--- config.mk ---
export PLATFORM = sky130hd
export DESIGN_NAME = vtr_top
export DESIGN_NICKNAME = d
export VERILOG_FILES = /design/src/verilog/vtr_addr_gen.v /design/src/verilog/vtr_top.v
export VERILOG_INCLUDE_DIRS = /design/src /design/src/verilog
export SDC_FILE = /design/constraint.sdc
export NUM_CORES = 1
export LEC_CHECK = 0
export BUFFER_PORTS_ARGS = -buffer_cell sky130_fd_sc_hd__buf_4
export CORE_ASPECT_RATIO = 1.1
export CORE_MARGIN = 4
export CORE_UTILIZATION = 40
export CTS_BUF_LIST = sky130_fd_sc_hd__clkbuf_8
export CTS_CLUSTER_DIAMETER = 40
export DETAILED_ROUTE_END_ITERATION = 10
export PLACE_DENSITY_LB_ADDON = 0.08
export SLEW_MARGIN = 0
export SYNTH_ARGS = -nofsm -noshare
export SYNTH_HDL_FRONTEND = slang
export SYNTH_SLANG_ARGS = --single-unit
--- constraint.sdc ---
create_clock -name clk -period 1.8 [get_ports clk]
set_input_delay 0.27 -clock clk [delete_from_list [all_inputs] [get_ports clk]]
set_output_delay 0.27 -clock clk [all_outputs]
set_load 0.005 [all_outputs]
--- src/verilog/vtr_map.vh ---
// Register map, field positions and timing counts of the vector table relocation block
`ifndef VTR_MAP_VH
`define VTR_MAP_VH

`define VTR_OFF_GIC 4'h0
`define VTR_OFF_STATUS 4'h4
`define VTR_OFF_CORE 4'h8

`define VTR_BIT_CHG 0
`define VTR_BIT_SEL 1
`define VTR_BIT_IRQ2 5
`define VTR_BIT_IRQ0 6
`define VTR_BIT_IRQ1 7
`define VTR_GIC_WMASK 8'he3
`define VTR_GIC_RESET 8'h00

`define VTR_WINDOW_CYCLES 3'h4
`define VTR_VEC_BASE 14'h0002
`define VTR_VEC_STEP 14'h0002
`define VTR_BOOT_4K 14'h3800
`define VTR_BOOT_2K 14'h3c00
`define VTR_BOOT_1K 14'h3e00
`define VTR_BOOT_512 14'h3f00

`endif

--- src/verilog/vtr_addr_gen.v ---
// Boot start decode and vector address computation
`timescale 1ns/1ns
module vtr_addr_gen (
    // Fuses and selection
    input wire [1:0] boot_size_fuses,
    input wire boot_reset_fuse,
    input wire vector_relocation_select,
    input wire [4:0] vector_index,
    // Results
    output reg [13:0] boot_start,
    output wire [13:0] reset_addr,
    output wire [13:0] table_base,
    output wire [13:0] vector_addr
);
`include "vtr_map.vh"

    always @* begin
        case (boot_size_fuses)
            2'h0: boot_start = `VTR_BOOT_4K;
            2'h1: boot_start = `VTR_BOOT_2K;
            2'h2: boot_start = `VTR_BOOT_1K;
            default: boot_start = `VTR_BOOT_512;
        endcase
    end

    assign reset_addr = boot_reset_fuse ? 14'h0000 : boot_start;
    assign table_base = vector_relocation_select ? boot_start : 14'h0000;
    assign vector_addr = table_base + `VTR_VEC_BASE + {8'h00, vector_index, 1'b0};

endmodule

--- src/verilog/vtr_top.v ---
// Vector table relocation control with AXI4-Lite register access
//
// Added by the designer: the AXI4-Lite register port and the register offsets.
`timescale 1ns/1ns
module vtr_top (
    // Clock and reset
    input wire clk,
    input wire resetn,
    // AXI4-Lite write address
    input wire [3:0] s_axi_awaddr,
    input wire s_axi_awvalid,
    output reg s_axi_awready,
    // AXI4-Lite write data
    input wire [31:0] s_axi_wdata,
    input wire [3:0] s_axi_wstrb,
    input wire s_axi_wvalid,
    output reg s_axi_wready,
    // AXI4-Lite write response
    output reg [1:0] s_axi_bresp,
    output reg s_axi_bvalid,
    input wire s_axi_bready,
    // AXI4-Lite read address
    input wire [3:0] s_axi_araddr,
    input wire s_axi_arvalid,
    output reg s_axi_arready,
    // AXI4-Lite read data
    output reg [31:0] s_axi_rdata,
    output reg [1:0] s_axi_rresp,
    output reg s_axi_rvalid,
    input wire s_axi_rready,
    // Fuses and lock bits, 0 means programmed
    input wire boot_reset_fuse,
    input wire [1:0] boot_size_fuses,
    input wire app_section_boot_lock,
    input wire boot_section_boot_lock,
    // Core execution state
    input wire instr_done,
    input wire [13:0] exec_pc,
    input wire global_irq_enable,
    input wire [4:0] vector_index,
    // Results
    output reg irq_allowed_q,
    output reg [13:0] reset_addr_q,
    output reg [13:0] table_base_q,
    output reg [13:0] vector_addr_q,
    output reg ext_irq_zero_enable_q,
    output reg ext_irq_one_enable_q,
    output reg ext_irq_two_enable_q
);
`include "vtr_map.vh"

    ////////////////////////////////////////////////////////////////////////////////
    // Fuse and core input synchronisers
    reg [25:0] sync1_q;
    reg [25:0] sync2_q;
    wire [25:0] raw_in;
    assign raw_in = {boot_reset_fuse, boot_size_fuses, app_section_boot_lock, boot_section_boot_lock,
                     exec_pc, global_irq_enable, instr_done, vector_index};
    always @(posedge clk or negedge resetn) begin
        if (!resetn) begin
            // Fuses and lock bits come up unprogrammed in both stages, so no false programmed level follows reset
            sync1_q <= 26'h3e00000;
            sync2_q <= 26'h3e00000;
        end else begin
            sync1_q <= raw_in;
            sync2_q <= sync1_q;
        end
    end
    wire fuse_rst = sync2_q[25];
    wire [1:0] fuse_sz = sync2_q[24:23];
    wire lock_app = sync2_q[22];
    wire lock_boot = sync2_q[21];
    wire [13:0] pc = sync2_q[20:7];
    wire gie = sync2_q[6];
    wire ins_done = sync2_q[5];
    wire [4:0] vidx = sync2_q[4:0];

    ////////////////////////////////////////////////////////////////////////////////
    // AXI4-Lite write channel
    reg [3:0] awaddr_q;
    reg aw_held_q;
    reg [7:0] wbyte_q;
    reg wstrb0_q;
    reg w_held_q;
    wire wr_fire = aw_held_q && w_held_q && !s_axi_bvalid;
    always @(posedge clk or negedge resetn) begin
        if (!resetn) begin
            s_axi_awready <= 1'b0;
            s_axi_wready <= 1'b0;
            s_axi_bvalid <= 1'b0;
            s_axi_bresp <= 2'h0;
            awaddr_q <= 4'h0;
            aw_held_q <= 1'b0;
            wbyte_q <= 8'h00;
            wstrb0_q <= 1'b0;
            w_held_q <= 1'b0;
        end else begin
            s_axi_awready <= 1'b0;
            s_axi_wready <= 1'b0;
            if (s_axi_awvalid && !aw_held_q && !s_axi_awready) begin
                s_axi_awready <= 1'b1;
                awaddr_q <= s_axi_awaddr;
                aw_held_q <= 1'b1;
            end
            if (s_axi_wvalid && !w_held_q && !s_axi_wready) begin
                s_axi_wready <= 1'b1;
                wbyte_q <= s_axi_wdata[7:0];
                wstrb0_q <= s_axi_wstrb[0];
                w_held_q <= 1'b1;
            end
            if (wr_fire) begin
                aw_held_q <= 1'b0;
                w_held_q <= 1'b0;
                s_axi_bvalid <= 1'b1;
                s_axi_bresp <= (awaddr_q == `VTR_OFF_GIC) ? 2'h0 : 2'h2;
            end else if (s_axi_bvalid && s_axi_bready) begin
                s_axi_bvalid <= 1'b0;
            end
        end
    end
    wire gic_wr = wr_fire && (awaddr_q == `VTR_OFF_GIC) && wstrb0_q;

    ////////////////////////////////////////////////////////////////////////////////
    // Control register and change-enable window
    reg [7:0] gic_q;
    reg [2:0] win_q;
    reg hold_q;
    wire win_open = gic_q[`VTR_BIT_CHG];
    wire sel_write = gic_wr && win_open && !wbyte_q[`VTR_BIT_CHG];
    always @(posedge clk or negedge resetn) begin
        if (!resetn) begin
            gic_q <= `VTR_GIC_RESET;
            win_q <= 3'h0;
            hold_q <= 1'b0;
        end else begin
            if (gic_wr) begin
                gic_q[7:5] <= wbyte_q[7:5];
            end
            if (sel_write) begin
                gic_q[`VTR_BIT_SEL] <= wbyte_q[`VTR_BIT_SEL];
                gic_q[`VTR_BIT_CHG] <= 1'b0;
                win_q <= 3'h0;
                hold_q <= 1'b1;
            end else if (gic_wr && wbyte_q[`VTR_BIT_CHG]) begin
                gic_q[`VTR_BIT_CHG] <= 1'b1;
                win_q <= `VTR_WINDOW_CYCLES;
            end else if (win_open) begin
                if (win_q == 3'h1) begin
                    gic_q[`VTR_BIT_CHG] <= 1'b0;
                end
                win_q <= win_q - 3'h1;
            end
            if (hold_q && ins_done && !sel_write) begin
                hold_q <= 1'b0;
            end
        end
    end

    ////////////////////////////////////////////////////////////////////////////////
    // Address generation and interrupt gating
    wire [13:0] boot_start;
    wire [13:0] reset_addr;
    wire [13:0] table_base;
    wire [13:0] vector_addr;
    vtr_addr_gen vtr_addr_gen_inst (
        .boot_size_fuses(fuse_sz),
        .boot_reset_fuse(fuse_rst),
        .vector_relocation_select(gic_q[`VTR_BIT_SEL]),
        .vector_index(vidx),
        .boot_start(boot_start),
        .reset_addr(reset_addr),
        .table_base(table_base),
        .vector_addr(vector_addr)
    );
    wire in_boot = pc >= boot_start;
    wire lock_block = (gic_q[`VTR_BIT_SEL] && !lock_app && !in_boot)
                   || (!gic_q[`VTR_BIT_SEL] && !lock_boot && in_boot);
    wire auto_block = win_open || (gic_wr && wbyte_q[`VTR_BIT_CHG]) || hold_q || sel_write;
    always @(posedge clk or negedge resetn) begin
        if (!resetn) begin
            irq_allowed_q <= 1'b0;
            reset_addr_q <= 14'h0000;
            table_base_q <= 14'h0000;
            vector_addr_q <= `VTR_VEC_BASE;
            ext_irq_zero_enable_q <= 1'b0;
            ext_irq_one_enable_q <= 1'b0;
            ext_irq_two_enable_q <= 1'b0;
        end else begin
            irq_allowed_q <= gie && !auto_block && !lock_block;
            reset_addr_q <= reset_addr;
            table_base_q <= table_base;
            vector_addr_q <= vector_addr;
            ext_irq_zero_enable_q <= gic_q[`VTR_BIT_IRQ0];
            ext_irq_one_enable_q <= gic_q[`VTR_BIT_IRQ1];
            ext_irq_two_enable_q <= gic_q[`VTR_BIT_IRQ2];
        end
    end

    ////////////////////////////////////////////////////////////////////////////////
    // AXI4-Lite read channel
    reg [31:0] rd_mux;
    always @* begin
        rd_mux = 32'h00000000;
        case (s_axi_araddr)
            `VTR_OFF_GIC: rd_mux = {24'h000000, gic_q & `VTR_GIC_WMASK};
            `VTR_OFF_STATUS: rd_mux = {18'h00000, table_base_q};
            `VTR_OFF_CORE: rd_mux = {12'h000, hold_q, win_q, irq_allowed_q, 1'b0, reset_addr_q};
            default: rd_mux = 32'h00000000;
        endcase
    end
    always @(posedge clk or negedge resetn) begin
        if (!resetn) begin
            s_axi_arready <= 1'b0;
            s_axi_rvalid <= 1'b0;
            s_axi_rdata <= 32'h00000000;
            s_axi_rresp <= 2'h0;
        end else begin
            s_axi_arready <= 1'b0;
            if (s_axi_arvalid && !s_axi_rvalid && !s_axi_arready) begin
                s_axi_arready <= 1'b1;
                s_axi_rvalid <= 1'b1;
                s_axi_rdata <= rd_mux;
                s_axi_rresp <= (s_axi_araddr == `VTR_OFF_GIC || s_axi_araddr == `VTR_OFF_STATUS ||
                                s_axi_araddr == `VTR_OFF_CORE) ? 2'h0 : 2'h2;
            end else if (s_axi_rvalid && s_axi_rready) begin
                s_axi_rvalid <= 1'b0;
            end
        end
    end

endmodule

==> results of run 1 <==
## placed cells by master, fill, tap and decap left out, types with 9 or more instances in the layout
cell type	instances
sky130_fd_sc_hd__conb_1	36
sky130_fd_sc_hd__buf_4	95
sky130_fd_sc_hd__inv_1	12
sky130_fd_sc_hd__nor2_1	9
sky130_fd_sc_hd__mux2_2	13
sky130_fd_sc_hd__dlygate4sd3_1	15
sky130_fd_sc_hd__dfstp_2	11
sky130_fd_sc_hd__dfrtp_1	85
sky130_fd_sc_hd__a22o_1	10
sky130_fd_sc_hd__nand2_1	12
sky130_fd_sc_hd__o21ai_0	14
sky130_fd_sc_hd__clkbuf_8	9
## worst max-delay path by stage
stage                startpoint       endpoint  slack [ns]  depth (start not counted)
CTS                 sync2_q[24]  irq_allowed_q        0.04                          6
global placement    awaddr_q[1]       gic_q[1]         0.1                          4
detailed placement  sync2_q[24]  irq_allowed_q        0.07                          6
floorplan           sync2_q[24]  irq_allowed_q        0.29                          6
global route        sync2_q[24]  irq_allowed_q       -0.06                          6
finish              sync2_q[24]  irq_allowed_q        0.08                          6
## kinds of logic after synthesis
kind of cell,count (synthesis)
DFF,96
other,1
adders and majority gates,5
muxes,14
AOI/OAI and AO/OA,37
xor gates and xnor gates,3
and+or+nand+nor,48
buffers and inverters,64
## metal layers
layer,vias to the layer above,global-route usage [%]
li1,1021,-
met1,1019,15.2
met2,92,18.3
met3,4,4.06
met4,0,4.98
met5,-,0
## metrics by stage
stage	setup slack, ns	cells	power (mW)
finish	0.0796	492	4.90
global route	-0.0600	492	5.23
CTS	0.0404	483	4.96
detailed placement	0.0723	460	3.69
global placement	0.0979	460	3.65
floorplan	0.287	303	3.32
## sequential cells by signal, summed over array words and instances (netlist names), 3 cells and up
signal         flops
awaddr_q           4
gic_q              5
reset_addr_q       4
s_axi_rdata       14
sync1_q           18
sync2_q           18
vector_addr_q     10
wbyte_q            5
win_q              3
## worst max-delay path, cell delays in order (launching register included)
cell                       delay [ns]
sky130_fd_sc_hd__dfstp_2         0.58
sky130_fd_sc_hd__inv_2           0.06
sky130_fd_sc_hd__ha_4            0.16
sky130_fd_sc_hd__nor4bb_4        0.27
sky130_fd_sc_hd__o21bai_1        0.12
sky130_fd_sc_hd__a32o_2          0.28
sky130_fd_sc_hd__nor3_2          0.15
## synth_stat cells, drive strengths merged, types with 2 or more instances
cell type | count | share of area [%]
nand3 | 4 | 0.55
mux2 | 14 | 4.4
nor2b | 3 | 0.51
nand2 | 12 | 1.2
xnor2 | 2 | 0.48
and3 | 4 | 0.68
dfstp | 11 | 7.9
o22ai | 2 | 0.34
nand2b | 2 | 0.34
a22oi | 4 | 0.82
nand3b | 2 | 0.75
nor4 | 2 | 0.92
ha | 5 | 1.7
nor3b | 2 | 0.68
inv | 12 | 1.2
or2 | 2 | 0.34
a22o | 10 | 2.4
buf | 51 | 11
dfrtp | 85 | 58
o21ai | 14 | 1.9
a21oi | 4 | 0.55
nor2 | 9 | 0.92
## timing repair
item | 4_1_cts | 5_1_grt
endpoints found under the setup margin | 0 | 1
resized for setup | 0 | 7
endpoints found under the hold margin | 91 | 8
hold buffers | 7 | 8
setup buffers | 0 | 1
## power breakdown
part,switching (mW),total (mW),internal [mW],leakage [nW]
Clock,0.739,1.24,0.503,0.0872
Sequential,0.264,2.78,2.51,1.18
Combinational,0.362,0.883,0.521,1.06
Total,1.37,4.90,3.53,2.33
## layout make-up
class                   instances  area (µm²)
inverters                      12        45.0
repair buffers                111         883
flip-flops and latches         96        2420
clock inverters                 7        46.3
clock buffers                   9         124
fillers                       794        4250
well taps                     114         143
multi-input cells             143         970
==> impl_metrics.xml, run 1 <==
<?xml version="1.0" encoding="UTF-8"?>
<metrics>
  <group name="status">
    <metric name="status" unit="">finished, final reports clean</metric>
  </group>
  <group name="synthesis">
    <metric name="synthesis.instances" unit="">268</metric>
    <metric name="number_of_enable_flip_flop_cells_after_synthesis" unit="">0</metric>
    <metric name="synth_simple_gate_area_share" unit="%">8.36</metric>
    <metric name="synth-adder-area-share" unit="%">1.71</metric>
    <metric name="proportion_of_synthesized_area_in_mux_cells" unit="%">4.42</metric>
    <metric name="yosysUniqueCellTypes" unit="">39</metric>
    <metric name="postSynthAreaPerCell" unit="µm²">13.6</metric>
    <metric name="ys_seq_area_share" unit="%">66.1</metric>
    <metric name="synthXorXnorAreaFrac" unit="%">0.719</metric>
    <metric name="ys_warnings" unit="">0</metric>
    <metric name="asyncSetResetFlopFracSynth" unit="%">100</metric>
    <metric name="main_combinational_cell_family_by_area_after_synthesis" unit="">buffers and inverters</metric>
    <metric name="synthesis.area" unit="µm²">3650</metric>
    <metric name="yosys_most_used_dff" unit="">sky130_fd_sc_hd__dfrtp_1</metric>
    <metric name="yosys_register_bits" unit="">96</metric>
    <metric name="synth_compound_gate_area_share" unit="%">6.71</metric>
  </group>
  <group name="critical_path">
    <metric name="ff2ff_path_depth" unit="">6</metric>
    <metric name="end_kind" unit="">register</metric>
    <metric name="worst-endpoint-arrival" unit="ns">1.99</metric>
    <metric name="worst-path-max-fanout" unit="">6</metric>
    <metric name="rrSetupSlack" unit="ns">0.08</metric>
    <metric name="worstPathRequired" unit="ns">2.07</metric>
    <metric name="start_kind" unit="">register</metric>
    <metric name="worstReg2RegEnd" unit="">irq_allowed_q</metric>
    <metric name="path_class" unit="">register to register</metric>
    <metric name="regToRegStartpoint" unit="">sync2_q[24]</metric>
  </group>
  <group name="power_and_ir_drop">
    <metric name="power.density_cell_area" unit="nW/µm²">1060</metric>
    <metric name="static-leakage-power" unit="nW">2.33</metric>
    <metric name="peakVddDrop" unit="V">0.000540</metric>
  </group>
  <group name="min_path">
    <metric name="holdCritStartpoint" unit="">exec_pc[12]</metric>
    <metric name="timing.hold.worst_endpoint" unit="">sync1_q[19]</metric>
    <metric name="worst_hold_path_type" unit="">input port to register</metric>
    <metric name="hold_depth" unit="">1</metric>
  </group>
  <group name="placed_design">
    <metric name="place_hpwl" unit="µm">4320</metric>
    <metric name="placedInstanceArea" unit="µm²">4270</metric>
    <metric name="globalplace.congestion" unit="">0.719</metric>
    <metric name="io_buffers" unit="">89</metric>
  </group>
  <group name="route">
    <metric name="route.detailed.vias_per_inst" unit="">4.34</metric>
    <metric name="avgRoutedWirePerCell" unit="µm">12.6</metric>
    <metric name="num_vias" unit="">2136</metric>
    <metric name="wirelength" unit="µm">6220</metric>
    <metric name="m1WireLength" unit="µm">2670</metric>
    <metric name="met2RoutedLength" unit="µm">2920</metric>
    <metric name="dr_wl_met3" unit="µm">571</metric>
    <metric name="route.top_layer_used" unit="">met4</metric>
    <metric name="remaining_drc_errors" unit="">0</metric>
    <metric name="detailedRoute.firstIterationViolations" unit="">66</metric>
    <metric name="antenna_violating_nets_post_route" unit="">0</metric>
    <metric name="firstDrtPassIters" unit="">4</metric>
  </group>
  <group name="floorplan">
    <metric name="die_area" unit="µm²">10700</metric>
    <metric name="fp.coreArea" unit="µm²">8870</metric>
    <metric name="die_width" unit="µm">99.1</metric>
    <metric name="initial_utilization" unit="%">41.2</metric>
    <metric name="dieHeight" unit="µm">108</metric>
    <metric name="floorplan.io_pins" unit="">164</metric>
    <metric name="floorplan.rows" unit="">36</metric>
  </group>
  <group name="finish">
    <metric name="final_util" unit="%">52.1</metric>
    <metric name="final_cell_area" unit="µm²">4630</metric>
    <metric name="area_growth" unit="%">26.6</metric>
    <metric name="layout.nets" unit="">455</metric>
    <metric name="post_route_cells_drive_above_1_share" unit="%">39.4</metric>
    <metric name="antennaDiodeCount" unit="">0</metric>
  </group>
  <group name="global_route">
    <metric name="grt_first_pass_wirelength" unit="µm">9860</metric>
    <metric name="grt_usage" unit="%">11.8</metric>
    <metric name="maximum_number_of_pins_on_one_net_before_global_route_repair" unit="">97</metric>
    <metric name="grt.overflow.total" unit="">0</metric>
    <metric name="grt_pass1_vias" unit="">2035</metric>
    <metric name="number_of_antenna_violations_at_the_first_check_in_global_routing" unit="">0</metric>
  </group>
  <group name="sta">
    <metric name="hold_violations_final" unit="">0</metric>
    <metric name="grt_setup_unrepaired" unit="">yes</metric>
    <metric name="max_freq" unit="GHz">0.581</metric>
    <metric name="timing_max_transition_violations_final" unit="">0</metric>
    <metric name="max-slew-margin-rel" unit="%">64.8</metric>
    <metric name="report.final.setup_viol" unit="">0</metric>
    <metric name="tightest_slew" unit="ns">0.526</metric>
    <metric name="post-route-min-period" unit="ns">1.72</metric>
    <metric name="min_period_over_period" unit="%">95.6</metric>
    <metric name="fin_worst_skew" unit="ns">0.0181</metric>
    <metric name="tns" unit="ns">0</metric>
    <metric name="timing.hold.ws" unit="ns">0.0334</metric>
  </group>
  <group name="cts">
    <metric name="cts.sink_count" unit="">96</metric>
    <metric name="clockRootBuffer" unit="">sky130_fd_sc_hd__clkbuf_8</metric>
    <metric name="total_cts_buffers" unit="">9</metric>
    <metric name="max-clock-path-buffers" unit="">2</metric>
    <metric name="worst_skew_pair.late_latency" unit="ns">0.35</metric>
    <metric name="cts_max_level" unit="">3</metric>
    <metric name="cts_tree" unit="">yes</metric>
    <metric name="clk_pin_slew" unit="ns">0.10</metric>
  </group>
  <group name="job">
    <metric name="max_cap_viol_count" unit="">0</metric>
  </group>
</metrics>
No activity file was read; power rests on OpenSTA's default activity.
==> inputs of run 2 (changes only) <==
--- a/config.mk
+++ b/config.mk
@@ -9,9 +9,10 @@
 export BUFFER_PORTS_ARGS = -buffer_cell sky130_fd_sc_hd__buf_4
 export CORE_ASPECT_RATIO = 1.1
 export CORE_MARGIN = 4
-export CORE_UTILIZATION = 40
+export CORE_UTILIZATION = 32
 export CTS_BUF_LIST = sky130_fd_sc_hd__clkbuf_8
 export CTS_CLUSTER_DIAMETER = 40
+export CTS_CLUSTER_SIZE = 40
 export DETAILED_ROUTE_END_ITERATION = 10
 export PLACE_DENSITY_LB_ADDON = 0.08
 export SLEW_MARGIN = 0
==> constraint.sdc (replaced) <==
create_clock -name clk -period 1.9 [get_ports clk]
set_input_delay 0.285 -clock clk [delete_from_list [all_inputs] [get_ports clk]]
set_output_delay 0.285 -clock clk [all_outputs]
set_load 0.005 [all_outputs]
==> impl_metrics.xml, run 2 (synthesis gave the netlist of run 1 again) <==
<?xml version="1.0" encoding="UTF-8"?>
<metrics>
  <group name="finish">
    <metric name="fillerInstances" unit="">1062</metric>
    <metric name="post_route_cells_drive_above_1_share" unit="%">37.6</metric>
    <metric name="final_util" unit="%">42.4</metric>
    <metric name="final_cell_area" unit="µm²">4680</metric>
    <metric name="area_growth" unit="%">28.2</metric>
    <metric name="antennaDiodeCount" unit="">0</metric>
    <metric name="most_frequent_cells_in_the_layout" unit="">sky130_fd_sc_hd__buf_4 (93), sky130_fd_sc_hd__dfrtp_1 (85), sky130_fd_sc_hd__conb_1 (36)</metric>
    <metric name="layout_commonest_cell" unit="">sky130_fd_sc_hd__buf_4</metric>
    <metric name="reg_top3" unit="">sync1_q: 18 flops, sync2_q: 18 flops, s_axi_rdata: 14 flops</metric>
    <metric name="layout.nets" unit="">457</metric>
  </group>
  <group name="critical_path">
    <metric name="worst-endpoint-arrival" unit="ns">1.96</metric>
    <metric name="critical_path.startpoint" unit="">awaddr_q[1]</metric>
    <metric name="rrSetupSlack" unit="ns">0.19</metric>
    <metric name="worstPathRequired" unit="ns">2.15</metric>
    <metric name="critical_path.max_stage_delay" unit="ns">0.42</metric>
    <metric name="worst-path-max-fanout" unit="">6</metric>
    <metric name="crit_slowest_cell" unit="">sky130_fd_sc_hd__dfrtp_1</metric>
    <metric name="regToRegStartpoint" unit="">awaddr_q[1]</metric>
    <metric name="end_kind" unit="">register</metric>
    <metric name="start_kind" unit="">register</metric>
    <metric name="path_class" unit="">register to register</metric>
    <metric name="path_cells" unit="">nor4_4 &gt; and3_1 &gt; buf_4 &gt; o21ai_0 &gt; a21o_1</metric>
  </group>
  <group name="sta">
    <metric name="timing.hold.ws" unit="ns">0.0437</metric>
    <metric name="grt_setup_unrepaired" unit="">no</metric>
    <metric name="tns" unit="ns">0</metric>
    <metric name="fin_worst_skew" unit="ns">0.00734</metric>
    <metric name="timing_max_transition_violations_final" unit="">0</metric>
    <metric name="hold_violations_final" unit="">0</metric>
    <metric name="post-route-min-period" unit="ns">1.71</metric>
    <metric name="tightest_slew" unit="ns">0.553</metric>
    <metric name="report.final.setup_viol" unit="">0</metric>
    <metric name="max-slew-margin-rel" unit="%">63.0</metric>
    <metric name="max_freq" unit="GHz">0.586</metric>
    <metric name="min_period_over_period" unit="%">89.8</metric>
  </group>
  <group name="floorplan">
    <metric name="die_area" unit="µm²">13200</metric>
    <metric name="die_width" unit="µm">110</metric>
    <metric name="floorplan.io_pins" unit="">164</metric>
    <metric name="fp.coreArea" unit="µm²">11100</metric>
    <metric name="floorplan.rows" unit="">40</metric>
    <metric name="dieHeight" unit="µm">120</metric>
    <metric name="initial_utilization" unit="%">33.0</metric>
  </group>
  <group name="placed_design">
    <metric name="io_buffers" unit="">89</metric>
    <metric name="globalplace.congestion" unit="">0.694</metric>
    <metric name="place_hpwl" unit="µm">4710</metric>
    <metric name="placedInstanceArea" unit="µm²">4320</metric>
  </group>
  <group name="route">
    <metric name="avgRoutedWirePerCell" unit="µm">12.4</metric>
    <metric name="num_vias" unit="">2136</metric>
    <metric name="detailedRoute.firstIterationViolations" unit="">48</metric>
    <metric name="firstDrtPassIters" unit="">4</metric>
    <metric name="antenna_violating_nets_post_route" unit="">0</metric>
    <metric name="remaining_drc_errors" unit="">0</metric>
    <metric name="wirelength" unit="µm">6530</metric>
    <metric name="route.detailed.vias_per_inst" unit="">4.05</metric>
  </group>
  <group name="global_route">
    <metric name="grt_usage" unit="%">10.7</metric>
    <metric name="maximum_number_of_pins_on_one_net_before_global_route_repair" unit="">38</metric>
    <metric name="grt_first_pass_wirelength" unit="µm">10700</metric>
    <metric name="grt_pass1_vias" unit="">2103</metric>
    <metric name="number_of_antenna_violations_at_the_first_check_in_global_routing" unit="">0</metric>
    <metric name="grt.overflow.total" unit="">0</metric>
  </group>
  <group name="min_path">
    <metric name="holdCritStartpoint" unit="">instr_done</metric>
    <metric name="worst_hold_path_type" unit="">input port to register</metric>
  </group>
  <group name="job">
    <metric name="max_cap_viol_count" unit="">0</metric>
  </group>
  <group name="power_and_ir_drop">
    <metric name="peakVddDrop" unit="V">0.000401</metric>
    <metric name="static-leakage-power" unit="nW">2.33</metric>
    <metric name="p_total" unit="mW">4.70</metric>
    <metric name="power.density_cell_area" unit="nW/µm²">1000</metric>
  </group>
  <group name="status">
    <metric name="status" unit="">finished, final reports clean</metric>
  </group>
  <group name="cts">
    <metric name="clockRootBuffer" unit="">sky130_fd_sc_hd__clkbuf_8</metric>
    <metric name="post_cts_buffers" unit="">0</metric>
    <metric name="cts.sink_count" unit="">96</metric>
    <metric name="max-clock-path-buffers" unit="">2</metric>
    <metric name="cts_max_level" unit="">3</metric>
    <metric name="total_cts_buffers" unit="">9</metric>
    <metric name="cts_tree" unit="">yes</metric>
    <metric name="worst_skew_pair.late_latency" unit="ns">0.36</metric>
    <metric name="clk_pin_slew" unit="ns">0.09</metric>
  </group>
</metrics>
-- run 2: cell types whose count changed in the layout (fill, tap and decap cells not counted), moves of 2 or more --
| cell | previous run | this run |
|---|---|---|
| sky130_fd_sc_hd__clkbuf_8 | 9 | 11 |
| sky130_fd_sc_hd__dlygate4sd3_1 | 15 | 18 |
| sky130_fd_sc_hd__clkinv_4 | 0 | 2 |
| sky130_fd_sc_hd__inv_6 | 2 | 0 |
| sky130_fd_sc_hd__buf_4 | 95 | 93 |
-- run 2: through the flow --
step                      cells  setup slack [ns]
after floorplan             303             0.387
after global placement      493             0.180
after detailed placement    493             0.179
after CTS                   521             0.164
after global routing        527            0.0424
final                       527             0.194
-- run 2: final timing paths --
check | endpoint | cells after the start
setup / recovery | win_q[2] | 5
hold / removal | sync1_q[5] | 1
setup reg to reg | win_q[2] | 5
hold reg to reg | sync2_q[5] | 0
max in group asynchronous | sync2_q[25] | 3
min in group asynchronous | s_axi_awready | 2
-- run 2: power breakdown --
part	internal [mW]	switching, mW
sequential	2.38	0.252
clock	0.545	0.683
combinational	0.499	0.341
-- run 2: final cells by class --
type	instances	area [µm²]	area share, %
multi-input combinational	143	936	20.0
sequential	96	2420	51.6
tap	147	184	3.93
timing repair buffer	113	918	19.6
inverter	12	45.0	0.962
clock inverter	5	33.8	0.721
clock buffer	11	151	3.23
-- run 2: metal layers --
layer	track usage (%)	vias to the layer above	part of all wire (%)
met4	5.61	0	2.1
met2	14.8	90	45
met1	14.3	1007	43
met5	0	-	0
li1	-	1028	-
met3	3.87	11	9.1
-- run 2: critical path, delay by kind of cell (launching register included) --
kind	cells	cell delay, ns
and+or+nand+nor	2	0.72
AOI/OAI and AO/OA	2	0.27
buffers and inverters	1	0.20
DFF	1	0.42
-- run 2: timing repair --
action	4_1_cts	5_1_grt
hold buffers	12	6
hold endpoints to repair	35	6
gates resized for setup	0	0
